File: config.mk
export PLATFORM = sky130hd
export DESIGN_NAME = tvt_trap_unit
export DESIGN_NICKNAME = d
export VERILOG_FILES = /design/src/tvt_vec_calc.v /design/src/tvt_trap_unit.v
export VERILOG_INCLUDE_DIRS = /design/src /design/src/src
export SDC_FILE = /design/constraint.sdc
export NUM_CORES = 1
export LEC_CHECK = 0
export BUFFER_PORTS_ARGS = -buffer_cell sky130_fd_sc_hd__buf_2
export CORE_ASPECT_RATIO = 0.7
export CORE_UTILIZATION = 47
export DETAILED_ROUTE_END_ITERATION = 8
export GPL_TIMING_DRIVEN = 0
export PLACE_DENSITY = 0.79
export REMOVE_ABC_BUFFERS = 1
export SKIP_CTS_REPAIR_TIMING = 1
export SYNTH_ARGS = -nofsm -noshare
export SYNTH_HDL_FRONTEND = slang
export SYNTH_SLANG_ARGS = --single-unit
File: constraint.sdc
create_clock -name ref_clk -period 2.9 [get_ports ref_clk]
set_input_delay 0.29 -clock ref_clk [delete_from_list [all_inputs] [get_ports ref_clk]]
set_output_delay 0.29 -clock ref_clk [all_outputs]
set_load 0.02 [all_outputs]
File: src/tvt_consts.vh
// Behaviour
// RQ1 - Default vector offset is trap number times four
// RQ2 - Vector segment comes from programmable register
// RQ3 - Spacing field selects distance between vectors
// RQ4 - Hardware trap branches immediately, never masked
// RQ5 - Each hardware trap sets its own flag
// RQ6 - Trap pre-empts unless higher trap in service; code also holds a trap off while one of its own class is in service
// RQ7 - Interrupts and event transfers wait during traps
// RQ8 - Class A traps use vectors 02,04,06,08
// RQ9 - Class B traps share vector 0A
// RQ10 - Class B conditions keep distinct flags
// RQ11 - Software trap reaches any number 00..7F
// RQ12 - Subchannel end raises node 6F
// RQ13 - Node requests interrupt or transfer per control
// RQ14 - Software clears trap flags itself
`ifndef TVT_CONSTS_VH
`define TVT_CONSTS_VH
// ----------------------------------------
// Trap numbers
// ----------------------------------------
`define TVT_TN_RESET      7'h00
`define TVT_TN_SR0        7'h02
`define TVT_TN_STACK_OVER_FLAG      7'h04
`define TVT_TN_STACK_UNDER_FLAG      7'h06
`define TVT_TN_SBRK       7'h08
`define TVT_TN_CLASSB     7'h0A
`define TVT_TN_SUBEND     7'h6F
// ----------------------------------------
// Trap flag bit positions
// ----------------------------------------
`define TVT_F_SR0         0
`define TVT_F_STACK_OVER_FLAG       1
`define TVT_F_STACK_UNDER_FLAG       2
`define TVT_F_SBRK        3
`define TVT_F_SR1         4
`define TVT_F_UNDEFINED_OPCODE_FLAG      5
`define TVT_F_ACCERR      6
`define TVT_F_PROTECTED_INSTR_FAULT_FLAG      7
`define TVT_F_ILLEGAL_WORD_OPERAND_FLAG      8
`define TVT_NFLAGS        9
// ----------------------------------------
// Reset values and spacing codes
// ----------------------------------------
`define TVT_FLAGS_RST     9'h000
`define TVT_SEG_RST       8'h00
`define TVT_SPC_RST       2'h0
`define TVT_SPC_4         2'h0
`define TVT_SPC_8         2'h1
`define TVT_SPC_16        2'h2
`define TVT_SPC_2         2'h3
`define TVT_PRIO_TRAP     2'h3
`define TVT_PRIO_CLASSB   2'h2
`define TVT_PRIO_NONE     2'h0
`endif

File: src/tvt_vec_calc.v
`default_nettype none
`include "tvt_consts.vh"
module tvt_vec_calc (
    input  wire [6:0] trap_num,
    input  wire [1:0] spacing,
    output reg  [9:0] offset
);
    // --------------------------------
    // Offset from trap number and spacing
    // --------------------------------
    always @* begin
        case (spacing)
            `TVT_SPC_4:  offset = {1'h0, trap_num, 2'h0};    // [RQ1] [RQ3]
            `TVT_SPC_8:  offset = {trap_num, 3'h0};          // [RQ3]
            `TVT_SPC_16: offset = {trap_num[5:0], 4'h0};     // [RQ3]
            default:     offset = {2'h0, trap_num, 1'h0};    // [RQ3]
        endcase
    end
endmodule // tvt_vec_calc
`default_nettype wire

File: src/tvt_trap_unit.v
`default_nettype none
`include "tvt_consts.vh"
module tvt_trap_unit (
    input  wire        ref_clk,
    input  wire        rst,
    // Software set of segment and spacing
    input  wire        seg_wr,
    input  wire [7:0]  seg_wdata,
    input  wire        spc_wr,
    input  wire [1:0]  spc_wdata,
    // Hardware trap conditions, one-cycle pulses
    input  wire [8:0]  trap_cond,
    // Software clear of flags, one bit per flag
    input  wire [8:0]  flag_clr,
    // Software trap instruction
    input  wire        sw_trap,
    input  wire [6:0]  sw_trap_num,
    // Node request and its control
    input  wire        node_req,
    input  wire [6:0]  node_num,
    input  wire        node_use_xfer,
    input  wire        subch_end,
    input  wire        subch_use_xfer,
    // Return from service routine
    input  wire        svc_return,
    // Outputs to program flow
    output reg         branch_r,
    output reg  [17:0] vector_addr_r,
    output reg  [6:0]  vector_num_r,
    output reg         xfer_req_r,
    output reg  [6:0]  xfer_node_r,
    output reg  [8:0]  trap_flag_reg,
    output reg  [7:0]  vector_segment_reg,
    output reg  [1:0]  vector_spacing_field,
    output reg         trap_active_r
);
    // --------------------------------
    // Internal state
    // --------------------------------
    reg  [1:0] prio_r;          // Priority of trap in service
    reg  [1:0] prio_nxt;        // Priority of new trap
    reg  [6:0] sel_num;         // Chosen vector number
    reg        take;            // Branch this cycle
    reg        is_trap;         // Chosen source is a hardware trap
    wire [9:0] offset;          // Scaled offset
    wire       class_a;         // Any class A condition
    wire       class_b;         // Any class B condition

    // --------------------------------
    // Class decode
    // --------------------------------
    // Low four bits are class A, upper five class B
    assign class_a = |trap_cond[3:0];
    assign class_b = |trap_cond[8:4];

    // --------------------------------
    // Offset calculator
    // --------------------------------
    tvt_vec_calc u_calc (
        .trap_num (sel_num),
        .spacing  (vector_spacing_field),
        .offset   (offset)
    );

    // --------------------------------
    // Source selection
    // --------------------------------
    // Highest pending source wins; one branch per cycle
    always @* begin
        // Defaults: no branch, level unchanged
        take = 1'b0;
        is_trap = 1'b0;
        sel_num = `TVT_TN_RESET;
        prio_nxt = prio_r;
        // Class A: unmasked, held off only by class A service
        if (class_a && prio_r < `TVT_PRIO_TRAP) begin        // [RQ4] [RQ6]
            take = 1'b1;
            is_trap = 1'b1;
            prio_nxt = `TVT_PRIO_TRAP;
            // Fixed order inside class A
            if (trap_cond[`TVT_F_SR0])
                sel_num = `TVT_TN_SR0;                        // [RQ8]
            else if (trap_cond[`TVT_F_STACK_OVER_FLAG])
                sel_num = `TVT_TN_STACK_OVER_FLAG;                      // [RQ8]
            else if (trap_cond[`TVT_F_STACK_UNDER_FLAG])
                sel_num = `TVT_TN_STACK_UNDER_FLAG;                      // [RQ8]
            else
                sel_num = `TVT_TN_SBRK;                       // [RQ8]
        // Class B: shared vector, held off by any trap service
        end else if (class_b && prio_r < `TVT_PRIO_CLASSB) begin // [RQ6]
            take = 1'b1;
            is_trap = 1'b1;
            prio_nxt = `TVT_PRIO_CLASSB;
            sel_num = `TVT_TN_CLASSB;                         // [RQ9]
        // Ordinary sources only outside trap service
        end else if (prio_r == `TVT_PRIO_NONE) begin          // [RQ7]
            // Software trap, any number
            if (sw_trap) begin
                take = 1'b1;
                sel_num = sw_trap_num;                        // [RQ11]
            // Subchannel end served as interrupt
            end else if (subch_end && !subch_use_xfer) begin
                take = 1'b1;
                sel_num = `TVT_TN_SUBEND;                     // [RQ12]
            // Node served as interrupt
            end else if (node_req && !node_use_xfer) begin
                take = 1'b1;
                sel_num = node_num;                           // [RQ13]
            end
        end
    end

    // --------------------------------
    // Trap flags
    // --------------------------------
    // Sticky flags; a new trap beats a clear in one cycle
    always @(posedge ref_clk) begin
        if (rst) begin
            trap_flag_reg <= `TVT_FLAGS_RST;
        end else begin
            // Set wins over clear
            trap_flag_reg <= (trap_flag_reg & ~flag_clr) | trap_cond; // [RQ5] [RQ10] [RQ14]
        end
    end

    // --------------------------------
    // Vector table configuration
    // --------------------------------
    // Segment and spacing written by software
    always @(posedge ref_clk) begin
        if (rst) begin
            vector_segment_reg <= `TVT_SEG_RST;
            vector_spacing_field <= `TVT_SPC_RST;
        end else begin
            // Segment write
            if (seg_wr)
                vector_segment_reg <= seg_wdata;              // [RQ2]
            // Spacing write
            if (spc_wr)
                vector_spacing_field <= spc_wdata;            // [RQ3]
        end
    end

    // --------------------------------
    // Branch output
    // --------------------------------
    // Branch pulse with vector address and number
    always @(posedge ref_clk) begin
        if (rst) begin
            branch_r <= 1'b0;
            vector_addr_r <= 18'h00000;
            vector_num_r <= 7'h00;
        end else begin
            // Pulse for one cycle
            branch_r <= take;
            // Vector held until next branch
            if (take) begin
                vector_addr_r <= {vector_segment_reg, offset}; // [RQ2]
                vector_num_r <= sel_num;
            end
        end
    end

    // --------------------------------
    // Transfer requests
    // --------------------------------
    // Event transfers, held back during trap service
    always @(posedge ref_clk) begin
        if (rst) begin
            xfer_req_r <= 1'b0;
            xfer_node_r <= 7'h00;
        end else begin
            // Default: no request
            xfer_req_r <= 1'b0;
            // Only outside traps and when no branch is taken
            if (prio_r == `TVT_PRIO_NONE && !take) begin      // [RQ7]
                // Subchannel end first
                if (subch_end && subch_use_xfer) begin
                    xfer_req_r <= 1'b1;                       // [RQ12]
                    xfer_node_r <= `TVT_TN_SUBEND;
                // Then an ordinary node
                end else if (node_req && node_use_xfer) begin
                    xfer_req_r <= 1'b1;                       // [RQ13]
                    xfer_node_r <= node_num;
                end
            end
        end
    end

    // --------------------------------
    // Trap service level
    // --------------------------------
    // Raised on trap entry, dropped by return
    always @(posedge ref_clk) begin
        if (rst) begin
            prio_r <= `TVT_PRIO_NONE;
            trap_active_r <= 1'b0;
        end else begin
            // Entry of a hardware trap
            if (take && is_trap) begin
                prio_r <= prio_nxt;
                trap_active_r <= 1'b1;
            // Return ends service; nesting not tracked
            end else if (svc_return) begin
                prio_r <= `TVT_PRIO_NONE;
                trap_active_r <= 1'b0;
            end
        end
    end
endmodule // tvt_trap_unit
`default_nettype wire

==> impl_results.md <==
* Status: finished clean
* GRT Total Usage at 0.225
* VDD IR max at 0.228 mV
* Max reg flops at 17
* Gpl congestion at around 0.9
* Final Skew at 0.00383 ns
* Crit path max-delay cell type: and3_1
* Number of enable-type register cells in the synthesized netlist at 0
* Vias per inst at ~5.5
* Crit path max fanout at 22
* Pwr per Cell Area at between 400 and 500 nW/µm²
* Inserted Clock Buffers at 5
* Sinks on Clock Net at 55
* Final setup viols at 0
* RSZ-0062 raised after global routing: no
* Grt ovf at 0
* Htree depth at 2
* CP Capture Type: flop
* Tmin final at between 2 and 3 ns
* DP Wirelength at 4440 µm
* Hold Path Stages at 3
* Clk Latency, worst-skew pair at approximately 0.31 ns
* First-pass GRT wire length at 9390 µm
* Hold WC Path Type: in -> reg
* Post-route DRC at 0
* Die area at 5440 µm²
* Vias in the first global route at 2,018
* Core area at 4860 µm²
* Hold_ws at about 0.20 ns
* Clk root buf: clkbuf_8
* Async S/R FF share, synth at 0
* Final #Nets at 431
* Synth Flop Type: dfxtp_1
* Via Count at 2,449
* Endpoints failing hold at 0
* Worst setup path class: in -> reg
* Seq/Total Area, Yosys at 0.455
* Synth cell types at between 50 and 60
* Port Buffers at ~100
* ANT nets after route at 0
* Starting DRT DRC Count at approximately 210
* Die span in x at 87.7 µm
* Final setup TNS at 0 ns
* Routed WL at roughly 6200 µm
* Leakage at 1.40 nW
* Worst slew pin tran at 0.964 ns
* Placed instance area at around 2900 µm²
* Critical Path RT at 3.11 ns
* Clk slew on worst S/H paths at 0.10 ns
* Synthesis Warnings at 0
* Initial Util at 0.498
* Layout cell share with drive strength beyond 1 at 0.308
* Row Count at 21
* CP max stage delay at 0.79 ns
* Rel. slew slack at 0.357
* Final design instance area without fill at 3030 µm²
* Yosys reg bits at 55
* IO Count at 106
* Max-cap violations at 0
* Power, Total at roughly 1.5 mW
* Area grow syn2layout at 25.2%
* Die span in y at 62.0 µm
* CTS tree: yes
* Mapped cell area at about 2400 µm²
* Initial antenna violation count at 0
* Synthesized instance count at 285
* Pre-antenna DRT Iters at 5
* Final period utilization at 0.887
* Largest net degree at the start of global routing at 55
* Cell breakdown of the critical path: buf_2 > or4_1 > o21bai_1 > and3_1 > o21ai_0 > a32o_1
* CP arrival at about 2.8 ns
* Clk buf depth at 2
* Reg2Reg Depth at 5
* Slew Limit Fails at 0
* Worst setup SP type: input port
* Mapped Avg Cell Area at 8.49 µm²
* Max Clock Freq at around 400 MHz
* Avg WL per Cell at 13.8 µm
* N_diodes at 0
-- power by group --
group	leakage (nW)	switching, mW	internal, mW
Combinational	0.899	0.157	0.0950
Clock	0.0474	0.251	0.195
Sequential	0.452	0.0247	0.790
Total	1.40	0.433	1.08
-- cells in the final DEF (no fill, tap or decap), types with 2 or more instances in the layout --
| cell type | synthesis | routed |
|---|---|---|
| a32o_1 | 3 | 3 |
| o31ai_1 | 6 | 6 |
| nor2b_1 | 5 | 5 |
| and3b_1 | 2 | 2 |
| a31oi_1 | 4 | 4 |
| nand2_1 | 31 | 31 |
| clkbuf_8 | 2 | 6 |
| dfxtp_1 | 55 | 55 |
| nor2_1 | 42 | 42 |
| o21ai_0 | 6 | 6 |
| or4_4 | 2 | 2 |
| o211ai_1 | 2 | 2 |
| nand3b_1 | 4 | 4 |
| buf_2 | 1 | 104 |
| o221ai_1 | 2 | 2 |
| mux2i_1 | 11 | 11 |
| inv_1 | 12 | 12 |
| a21oi_1 | 30 | 30 |
| a211oi_1 | 3 | 3 |
| nor3_1 | 12 | 12 |
| a22oi_1 | 3 | 3 |
| nand2b_1 | 4 | 4 |
| a32oi_1 | 2 | 2 |
| o311ai_0 | 2 | 2 |
-- path summary, 6_finish.rpt --
kind,from,end,slack (ns)
worst max-delay path,trap_cond[8],vector_addr_r[5]$_SDFFE_PP0P_,0.33
worst min-delay path,trap_cond[7],trap_flag_reg[7]$_SDFF_PP0_,0.20
worst min register to register,vector_addr_r[15]$_SDFFE_PP0P_,vector_addr_r[15]$_SDFFE_PP0P_,0.45
worst max register to register,prio_r[0]$_SDFFE_PP0P_,xfer_node_r[5]$_SDFFE_PP0P_,0.45
-- kinds of logic (layout without fill, tap and decap cells) --
group           after synthesis  in the layout  share of synthesized area
simple gates                112            112                      0.226
buf+inv                      30            125                     0.0600
mux                          11             11                     0.0455
compound gates               76             76                      0.212
flops                        55             55                      0.455
other cells                   1              1                    0.00155
-- per-stage QoR --
| step | std cells | util | setup slack, ns |
|---|---|---|---|
| after CTS | 449 | 0.623 | 0.362 |
| final | 449 | 0.623 | 0.327 |
| after global routing | 449 | 0.623 | 0.157 |
| after global placement | 441 | 0.603 | 0.0483 |
| after detailed placement | 441 | 0.603 | 0.0287 |
| after floorplan | 268 | - | 0.533 |
-- critical path: cells and delay by family --
kind                   cells  cell delay [ns]
AND/OR/NAND/NOR            2             1.36
AO/OA/AOI/OAI              3             1.02
buffers and inverters      1             0.11
-- layout make-up --
cell class / instances / area (µm²)
Clock inverter: 2 / 16.3
Tap cell: 69 / 86.3
Clock buffer: 6 / 82.6
Multi-Input combinational cell: 200 / 1170
Timing Repair Buffer: 104 / 520
Fill cell: 455 / 1830
Inverter: 13 / 48.8
Sequential cell: 55 / 1100
-- cells in the mapped netlist, drive strengths merged, types with 2 or more instances --
master,n,share of area
dfxtp,55,0.46
nor2,42,0.065
nand2,31,0.048
a21oi,30,0.062
clkbuf,14,0.030
inv,12,0.019
nor3,12,0.025
mux2i,11,0.046
o21ai,6,0.012
o31ai,6,0.019
nor2b,5,0.013
a31oi,4,0.010
nand2b,4,0.010
nand3b,4,0.012
a211oi,3,0.0093
a22oi,3,0.0093
a32o,3,0.012
buf,3,0.0098
or4,3,0.012
a221oi,2,0.0098
a32oi,2,0.0072
and3b,2,0.0072
o211ai,2,0.0062
o221ai,2,0.0072
o311ai,2,0.0072
or2,2,0.0052
-- layer usage --
layer | wire length [µm] | vias to the layer above | share of wire | GRT usage
li1 | - | 1202 | - | -
met1 | 2950 | 1136 | 0.48 | 0.311
met2 | 2790 | 102 | 0.45 | 0.358
met3 | 379 | 9 | 0.061 | 0.0449
met4 | 65 | 0 | 0.011 | 0.0726
met5 | 0 | - | 0 | 0
Power figures use the tool's default switching activity.
